File: config.mk
export PLATFORM = sky130hd
export DESIGN_NAME = pirr_router
export DESIGN_NICKNAME = d
export VERILOG_FILES = /design/src/logic/pirr_pkg.sv /design/src/logic/pirr_router.sv
export SDC_FILE = /design/constraint.sdc
export NUM_CORES = 1
export LEC_CHECK = 0
export ABC_AREA = 0
export CORE_MARGIN = 2
export CORE_UTILIZATION = 57
export DETAILED_ROUTE_END_ITERATION = 10
export DONT_BUFFER_PORTS = 1
export MAX_ROUTING_LAYER = met4
export PLACE_DENSITY_LB_ADDON = 0.08
export SYNTH_ARGS = -nofsm -noshare
export SYNTH_HDL_FRONTEND = slang
export SYNTH_SLANG_ARGS = --single-unit
File: constraint.sdc
create_clock -name clk -period 1.8 [get_ports clk]
set_clock_uncertainty 0.1 [all_clocks]
set_input_delay 0.27 -clock clk [delete_from_list [all_inputs] [get_ports clk]]
set_output_delay 0.27 -clock clk [all_outputs]
set_load 0.05 [all_outputs]
File: src/logic/pirr_pkg.sv
// Package for the shared request line router: constants, types and reset values
package pirr_pkg;
  localparam int LINE_COUNT = 8;
  localparam int LEGACY_IRQS = 16;
  localparam int ADV_IRQS = 24;
  localparam int ADV_LINE_BASE = 16;
  localparam logic [4:0] IRQ_TIMER = 5'h00;
  localparam logic [4:0] IRQ_KEYBOARD = 5'h01;
  localparam logic [4:0] IRQ_CASCADE = 5'h02;
  localparam logic [4:0] IRQ_RTC = 5'h08;
  localparam logic [4:0] IRQ_COPROC = 5'h0d;
  // Legal steering targets in legacy mode: 3,4,5,6,7,9,10,11,12,14,15
  localparam logic [15:0] LEGACY_STEER_MASK = 16'hdef8;
  localparam logic [3:0] FIRST_SERIAL_DEFAULT = 4'h4;
  localparam logic [3:0] SECOND_SERIAL_DEFAULT = 4'h3;
  localparam logic [3:0] FIRST_PARALLEL_DEFAULT = 4'h7;
  localparam logic [3:0] LINE_STEER_DEFAULT = 4'hb;

  typedef enum logic [0:0] {
    PIRR_MODE_LEGACY = 1'b0,
    PIRR_MODE_ADVANCED = 1'b1
  } pirr_mode_e;

  // Fixed system sources
  typedef struct packed {
    logic timer;
    logic keyboard;
    logic rtc;
    logic coproc;
    logic mouse;
    logic diskette;
    logic ide_primary;
    logic ide_secondary;
  } pirr_fixed_s;

  // Steerable legacy device sources and their targets
  typedef struct packed {
    logic first_serial_port;
    logic second_serial_port;
    logic first_parallel_port;
    logic [3:0] first_serial_irq;
    logic [3:0] second_serial_irq;
    logic [3:0] first_parallel_irq;
  } pirr_port_s;

  // One write to the steering table
  typedef struct packed {
    logic valid;
    logic [2:0] line;
    logic [3:0] irq;
  } pirr_steer_s;
endpackage

File: src/logic/pirr_router.sv
// Shared request line router onto legacy or advanced interrupt numbers
//
// Overview of operation
// Legacy mode drives only interrupt numbers 0 to 15.
// Advanced mode provides 24 interrupt numbers, 0 to 23.
// Eight shared request inputs; every source wires to exactly one of them.
// Advanced mode puts lines A..H on numbers 16..23; absent in legacy.
// Legacy steering targets only 3,4,5,6,7,9,10,11,12,14,15.
// Several lines may steer to one number; requests are merged.
// Numbers 0,1,2,8,13 reserved for timer, keyboard, cascade, clock, coprocessor.
// Serial ports default to 4 and 3, parallel to 7; all reprogrammable.
// All sources on one line appear as the same interrupt number.
// Steering of on-chip port interrupts is changed at run time.
// Performance-critical devices should not share a request line.
// Lines are level sensitive, active low, held while any source requests.
`timescale 1ns/1ps
module pirr_router
  import pirr_pkg::*;
#(
  parameter int LINES = 8
) (
  // Clock and reset
  input wire logic clk,
  input wire logic rst,
  // Mode and steering table writes
  input wire pirr_pkg::pirr_mode_e mode,
  input wire pirr_pkg::pirr_steer_s steer_wr,
  // Shared request lines A..H, active low
  input wire logic [LINES-1:0] shared_request_line_n,
  // Fixed and steerable system sources, active high
  input wire pirr_pkg::pirr_fixed_s fixed_src,
  input wire pirr_pkg::pirr_port_s port_src,
  input wire logic cascade_req,
  // Interrupt numbers to the processor
  output logic [23:0] irq_out,
  output logic [LINES-1:0] line_active,
  output logic steer_err
);
  import pirr_pkg::*;

  // Refuse any line count other than the eight that the fixed advanced window holds
  if (LINES != LINE_COUNT) begin : g_bad_lines
    $error("pirr_router supports exactly eight shared request lines");
  end

  ////////////////////////////////////////////////////////////////////////////
  // Line synchroniser

  logic [LINES-1:0] sync1_reg;
  logic [LINES-1:0] sync2_reg;
  logic [LINES-1:0] line_req;

  always_ff @(posedge clk) begin
    if (rst) begin
      sync1_reg <= '1;
      sync2_reg <= '1;
    end else begin
      sync1_reg <= shared_request_line_n;
      sync2_reg <= sync1_reg;
    end
  end

  // Low level means some wired source still requests
  assign line_req = ~sync2_reg;

  ////////////////////////////////////////////////////////////////////////////
  // Steering table

  function automatic logic steer_legal(input logic [3:0] irq);
    steer_legal = LEGACY_STEER_MASK[irq];
  endfunction

  function automatic logic [15:0] onehot16(input logic [3:0] irq);
    onehot16 = 16'h0001 << irq;
  endfunction

  logic [3:0] steer_reg [LINES];
  logic steer_err_reg;

  always_ff @(posedge clk) begin
    if (rst) begin
      for (int i = 0; i < LINES; i++) begin
        steer_reg[i] <= LINE_STEER_DEFAULT;
      end
    end else if (steer_wr.valid && steer_legal(steer_wr.irq)) begin
      steer_reg[steer_wr.line] <= steer_wr.irq;
    end
  end

  always_ff @(posedge clk) begin
    if (rst) begin
      steer_err_reg <= 1'b0;
    end else begin
      steer_err_reg <= steer_wr.valid && !steer_legal(steer_wr.irq);
    end
  end

  assign steer_err = steer_err_reg;

  ////////////////////////////////////////////////////////////////////////////
  // Interrupt number composition

  logic [15:0] legacy_next;
  logic [23:0] irq_next;
  logic [23:0] irq_reg;
  logic [LINES-1:0] line_active_reg;

  always_comb begin
    legacy_next = 16'h0000;
    legacy_next[IRQ_TIMER[3:0]] = fixed_src.timer;
    legacy_next[IRQ_KEYBOARD[3:0]] = fixed_src.keyboard;
    legacy_next[IRQ_CASCADE[3:0]] = cascade_req;
    legacy_next[IRQ_RTC[3:0]] = fixed_src.rtc;
    legacy_next[IRQ_COPROC[3:0]] = fixed_src.coproc;
    legacy_next[6] = fixed_src.diskette;
    legacy_next[12] = fixed_src.mouse;
    legacy_next[14] = fixed_src.ide_primary;
    legacy_next[15] = fixed_src.ide_secondary;
    // Port targets on reserved numbers are dropped so fixed sources own them alone
    if (port_src.first_serial_port) begin
      legacy_next = legacy_next | (onehot16(port_src.first_serial_irq) & LEGACY_STEER_MASK);
    end
    if (port_src.second_serial_port) begin
      legacy_next = legacy_next | (onehot16(port_src.second_serial_irq) & LEGACY_STEER_MASK);
    end
    if (port_src.first_parallel_port) begin
      legacy_next = legacy_next | (onehot16(port_src.first_parallel_irq) & LEGACY_STEER_MASK);
    end
  end

  always_comb begin
    irq_next = {8'h00, legacy_next};
    if (mode == PIRR_MODE_ADVANCED) begin
      irq_next[ADV_IRQS-1:ADV_LINE_BASE] = line_req;
    end else begin
      for (int i = 0; i < LINES; i++) begin
        if (line_req[i]) begin
          irq_next[15:0] = irq_next[15:0] | onehot16(steer_reg[i]);
        end
      end
    end
  end

  always_ff @(posedge clk) begin
    if (rst) begin
      irq_reg <= 24'h000000;
      line_active_reg <= '0;
    end else begin
      irq_reg <= irq_next;
      line_active_reg <= line_req;
    end
  end

  assign irq_out = irq_reg;
  assign line_active = line_active_reg;

  ////////////////////////////////////////////////////////////////////////////
  // Checks

  legacy_upper_zero_a: assert property (@(posedge clk) disable iff (rst)
    $past(mode) == PIRR_MODE_LEGACY |-> irq_out[23:16] == 8'h00)
    else $error("legacy mode drove a number above 15");

  adv_line_map_a: assert property (@(posedge clk) disable iff (rst)
    mode == PIRR_MODE_ADVANCED |=> irq_out[23:16] == $past(line_req))
    else $error("advanced line mapping wrong");

  adv_count_a: assert property (@(posedge clk) disable iff (rst)
    (mode == PIRR_MODE_ADVANCED && !shared_request_line_n[7]) [*3] |-> ##1 irq_out[23])
    else $error("line H missing on number 23");

  steer_legal_a: assert property (@(posedge clk) disable iff (rst)
    steer_wr.valid && !LEGACY_STEER_MASK[steer_wr.irq] |=> steer_err && $stable(steer_reg[0]))
    else $error("illegal steering accepted");

  merge_lines_a: assert property (@(posedge clk) disable iff (rst)
    mode == PIRR_MODE_LEGACY && line_req[2] && line_req[3] |=>
    irq_out[$past(steer_reg[2])] && irq_out[$past(steer_reg[3])])
    else $error("merged line lost");

  reserved_timer_a: assert property (@(posedge clk) disable iff (rst)
    fixed_src.timer |=> irq_out[0])
    else $error("timer not on number 0");

  serial_default_a: assert property (@(posedge clk) disable iff (rst)
    port_src.first_serial_port && port_src.first_serial_irq == FIRST_SERIAL_DEFAULT |=> irq_out[4])
    else $error("first serial port not delivered");

  line_level_a: assert property (@(posedge clk) disable iff (rst)
    !shared_request_line_n[0] [*3] |-> ##1 line_active[0])
    else $error("active low line not seen");

  line_idle_a: assert property (@(posedge clk) disable iff (rst)
    shared_request_line_n[2] [*4] |-> !line_active[2])
    else $error("idle line reported active");

  // Steering may be rewritten in the cycle a line requests, so the old target is used
  steer_write_a: assert property (@(posedge clk) disable iff (rst)
    steer_wr.valid && LEGACY_STEER_MASK[steer_wr.irq] |=>
    steer_reg[$past(steer_wr.line)] == $past(steer_wr.irq))
    else $error("legal steering write lost");

  steer_err_pulse_a: assert property (@(posedge clk) disable iff (rst)
    !steer_wr.valid |=>
    !steer_err)
    else $error("error pulse without a write");

  line_active_map_a: assert property (@(posedge clk) disable iff (rst)
    1'b1 |=>
    line_active == $past(line_req))
    else $error("line state not registered");

  reset_clear_a: assert property (@(posedge clk)
    rst |=>
    irq_out == 24'h000000 && line_active == '0 && !steer_err)
    else $error("outputs not cleared by reset");

  timer_quiet_a: assert property (@(posedge clk) disable iff (rst)
    !fixed_src.timer |=>
    !irq_out[0])
    else $error("number 0 raised without the timer");

  keyboard_map_a: assert property (@(posedge clk) disable iff (rst)
    1'b1 |=>
    irq_out[1] == $past(fixed_src.keyboard))
    else $error("number 1 not owned by the keyboard");

  cascade_map_a: assert property (@(posedge clk) disable iff (rst)
    1'b1 |=>
    irq_out[2] == $past(cascade_req))
    else $error("number 2 not owned by the cascade");

  clock_map_a: assert property (@(posedge clk) disable iff (rst)
    1'b1 |=>
    irq_out[8] == $past(fixed_src.rtc))
    else $error("number 8 not owned by the clock");

  coproc_map_a: assert property (@(posedge clk) disable iff (rst)
    1'b1 |=>
    irq_out[13] == $past(fixed_src.coproc))
    else $error("number 13 not owned by the coprocessor");

  second_serial_a: assert property (@(posedge clk) disable iff (rst)
    port_src.second_serial_port && port_src.second_serial_irq == SECOND_SERIAL_DEFAULT |=>
    irq_out[3])
    else $error("second serial port not delivered");

  parallel_default_a: assert property (@(posedge clk) disable iff (rst)
    port_src.first_parallel_port && port_src.first_parallel_irq == FIRST_PARALLEL_DEFAULT |=>
    irq_out[7])
    else $error("parallel port not delivered");

  diskette_map_a: assert property (@(posedge clk) disable iff (rst)
    fixed_src.diskette |=>
    irq_out[6])
    else $error("diskette not on number 6");

  mouse_map_a: assert property (@(posedge clk) disable iff (rst)
    fixed_src.mouse |=>
    irq_out[12])
    else $error("mouse not on number 12");

  ide_primary_a: assert property (@(posedge clk) disable iff (rst)
    fixed_src.ide_primary |=>
    irq_out[14])
    else $error("primary disk not on number 14");

  ide_secondary_a: assert property (@(posedge clk) disable iff (rst)
    fixed_src.ide_secondary |=>
    irq_out[15])
    else $error("secondary disk not on number 15");

  // Per-line checks of the steering table and of legacy delivery
  for (genvar i = 0; i < LINES; i++) begin : g_line_chk
    line_steer_a: assert property (@(posedge clk) disable iff (rst)
      mode == PIRR_MODE_LEGACY && line_req[i] |=>
      irq_out[$past(steer_reg[i])])
      else $error("line not on its steered number");
    steer_range_a: assert property (@(posedge clk) disable iff (rst)
      1'b1 |->
      LEGACY_STEER_MASK[steer_reg[i]])
      else $error("steering holds a reserved number");
    steer_keep_a: assert property (@(posedge clk) disable iff (rst)
      !(steer_wr.valid && steer_wr.line == i) |=>
      $stable(steer_reg[i]))
      else $error("steering changed without a write");
    steer_default_a: assert property (@(posedge clk) disable iff (rst)
      $past(rst) |->
      steer_reg[i] == LINE_STEER_DEFAULT)
      else $error("steering default missing after reset");
  end

endmodule

==> results.py <==
metrics = {
    "placement": {
        "dpl.hpwl_um": 9730,
        "dp_slack_ns": -0.0758,
        "port-buffer-count": 0,
        "gp_congestion": 1.19,
    },
    "cells_and_area": {
        "fill_cells": 555,
        "largest_reg_flops": 32,
        "multi_input_area_mm2": 0.00215,
        "share_of_post_route_cells_with_drive_strength_above_1": 0.283,
        "ff_latch_area_mm2": 0.00194,
        "area_delta_synth_final_pct": 24.1,
        "nets": 590,
        "insertedDiodeCount": 0,
    },
    "routing": {
        "wire_per_inst_um": 20.0,
        "drt_iter0_drc": 441,
        "routed_wirelength_um": 13000,
        "route.detailed.vias_per_inst": 6.19,
        "detail-route-antenna-nets": 0,
        "detailedRoute.firstPassIterationCount": 7,
        "route.vias.total": 4028,
        "drt_drc_violations_left": 0,
    },
    "synth": {
        "synthArstFlopShare": 0,
        "synth.yosys.seq_area_share": 0.466,
        "most_common_flop_cell_mapped_by_yosys": "dfxtp_1",
        "synthesis.area_mm2": 0.00417,
        "postSynthAreaPerCell_um2": 9.02,
        "number_of_enable_type_register_cells_in_the_synthesized_netlist": 32,
        "post_syn_nets": 505,
        "synth.distinct_cells": 51,
        "postSynthCellCount": 462,
        "synth.ff_latch_count": 81,
        "synth-warning-count": 0,
    },
    "global_route": {
        "gr-total-overflow": 0,
        "grt_antenna_before_repair": 0,
        "grt_max_degree": 42,
        "grt_util_all_layers": 0.338,
        "via_count_of_the_first_global_routing_pass": 3687,
        "grt_first_pass_wirelength_um": 19000,
    },
    "critical_path": {
        "cp_launch_type": "flop",
        "required_ns": 1.94,
        "criticalPathCategory": "reg -> reg",
        "worst_ep_arrival_time_ns": 1.99,
        "critical_path_capture_point_type": "flop",
        "worst-path-max-fanout": 6,
    },
    "flow_run": {
        "drv.max_cap_violation_count": 0,
    },
    "floorplan": {
        "die-height_um": 89.5,
        "fp-row-count": 31,
        "initial_core_util": 0.581,
        "floorplan.die_area_mm2": 0.00801,
        "core-area_mm2": 0.00718,
        "die_x_um": 89.5,
        "io_pins": 76,
    },
    "timing": {
        "maxSlewHeadroom": 0.562,
        "setup_viol": 2,
        "worstMarginPinSlew_ns": 0.655,
        "maxSlewViolCount": 0,
        "hold_viol_final": 0,
        "worst_slack_ns": -0.0430,
        "rsz0062_at_grt": "true",
        "period_needed_ns": 1.84,
        "final.period_utilization": 1.02,
        "max_freq_mhz": 543,
    },
    "clock_network": {
        "clockRootBuffer": "clkbuf_8",
        "largest_buffer_count_on_any_clock_path": 2,
        "cts_bufs_inserted": 9,
        "tritoncts": "built",
        "worstSkewPairLatency_ns": 0.37,
        "htree_num_levels": 3,
        "clkSinkCount": 81,
        "path_clk_slew_ns": 0.09,
    },
    "status": {
        "failed_checks": "setup timing",
        "status": "finished with violations",
    },
    "pwr": {
        "worst_ir_drop_vdd_v": 0.000575,
        "fin_total_pwr_w": 0.00395,
        "power-per-cell-area_mw_per_mm2": 762,
        "power.static_leakage_nw": 1.89,
    },
    "min_path": {
        "hold_class": "in -> reg",
    },
}
[where the power goes]
group / switching [W] / total, W / internal [W]
Clock: 0.000764 / 0.00129 / 0.000525
Sequential: 0.000183 / 0.00218 / 0.00200
Combinational: 0.000244 / 0.000477 / 0.000233
[stage by stage]
| stage | utilization | hold WS (ns) | cells | cell area [µm²] | setup TNS, ns |
|---|---|---|---|---|---|
| global route | 0.721 | 0.00295 | 651 | 5170 | -0.299 |
| global placement | 0.648 | 0.246 | 610 | 4650 | -0.232 |
| CTS | 0.703 | 0.00423 | 645 | 5040 | -0.00107 |
| finish | 0.721 | 0.00324 | 651 | 5170 | -0.0535 |
| floorplan | - | 0.274 | 462 | 4170 | 0 |
| detailed placement | 0.648 | 0.252 | 610 | 4650 | -0.139 |
[critical path: stages, from the launching register on]
cell	delay (ns)
edfxtp_1	0.45
nor2_1	0.11
a22oi_1	0.19
o311ai_1	0.12
a2111oi_1	0.50
buf_4	0.19
o22ai_1	0.05
[Yosys cell counts, drive strengths merged, types with 12 or more instances]
| master | number | area (µm²) |
|---|---|---|
| nand3 | 19 | 95.1 |
| or2 | 42 | 263 |
| a22oi | 12 | 90.1 |
| nor2 | 56 | 210 |
| nand2 | 36 | 135 |
| nor3 | 38 | 190 |
| edfxtp | 32 | 961 |
| o22ai | 29 | 181 |
| nand2b | 25 | 156 |
| o21ai | 12 | 60.1 |
| nand3b | 14 | 105 |
| dfxtp | 49 | 981 |
[layer usage]
metal | share of wire | track usage | vias up
li1 | - | - | 1848
met1 | 0.40 | 0.413 | 1873
met2 | 0.47 | 0.542 | 238
met3 | 0.090 | 0.0711 | 69
met4 | 0.045 | 0.145 | 0
met5 | 0 | - | -
[cell type report]
class | instances | area share
Multi-Input combinational cell | 354 | 0.415
Sequential cell | 81 | 0.376
Timing Repair Buffer | 91 | 0.143
Clock buffer | 9 | 0.0239
Tap cell | 99 | 0.0239
Clock inverter | 7 | 0.0118
Inverter | 10 | 0.00725
[layout by cell type, fill, tap and decap left out, types with 4 or more instances in the layout]
master,instances
a32oi_1,4
o21ai_0,12
buf_4,73
inv_1,10
nor3_2,5
o22ai_1,29
clkbuf_8,9
a22oi_1,12
nand2_1,36
or2_2,42
nor3b_2,4
nand3_1,19
nor2b_1,11
nand3b_1,14
dfxtp_1,47
nor3b_1,7
dlygate4sd3_1,17
nand2b_1,25
nor2_1,56
edfxtp_1,32
nor3_1,32
[kinds of logic (layout without fill, tap and decap cells)]
logic type | Yosys count | after routing | share of synthesized area
adder cells (fa/ha/maj) | 1 | 1 | 0.00240
AND/OR/NAND/NOR | 272 | 272 | 0.351
buffers and inverters | 27 | 117 | 0.0429
AO/OA/AOI/OAI | 81 | 81 | 0.138
flip-flops | 81 | 81 | 0.466
[repair_timing]
| action | 4_1_cts | 5_1_grt |
|---|---|---|
| hold buffers | 18 | 0 |
| pin swaps | 1 | 4 |
| endpoints found under the hold margin | 65 | 0 |
| resized for setup | 6 | 19 |
| setup buffers | 1 | 6 |
| setup endpoints to repair | 7 | 14 |
[path summary, 6_finish.rpt]
kind,from,to,slack [ns],depth (start not counted)
worst max-delay path,steer_reg[4][2],irq_out[0],-0.04,6
worst min-delay path,fixed_src[1],irq_out[14],0.003,2
worst max register to register,steer_reg[4][2],irq_out[0],-0.04,6
worst min register to register,sync1_reg[2],sync2_reg[2],0.31,1
Power figures use the tool's default switching activity.
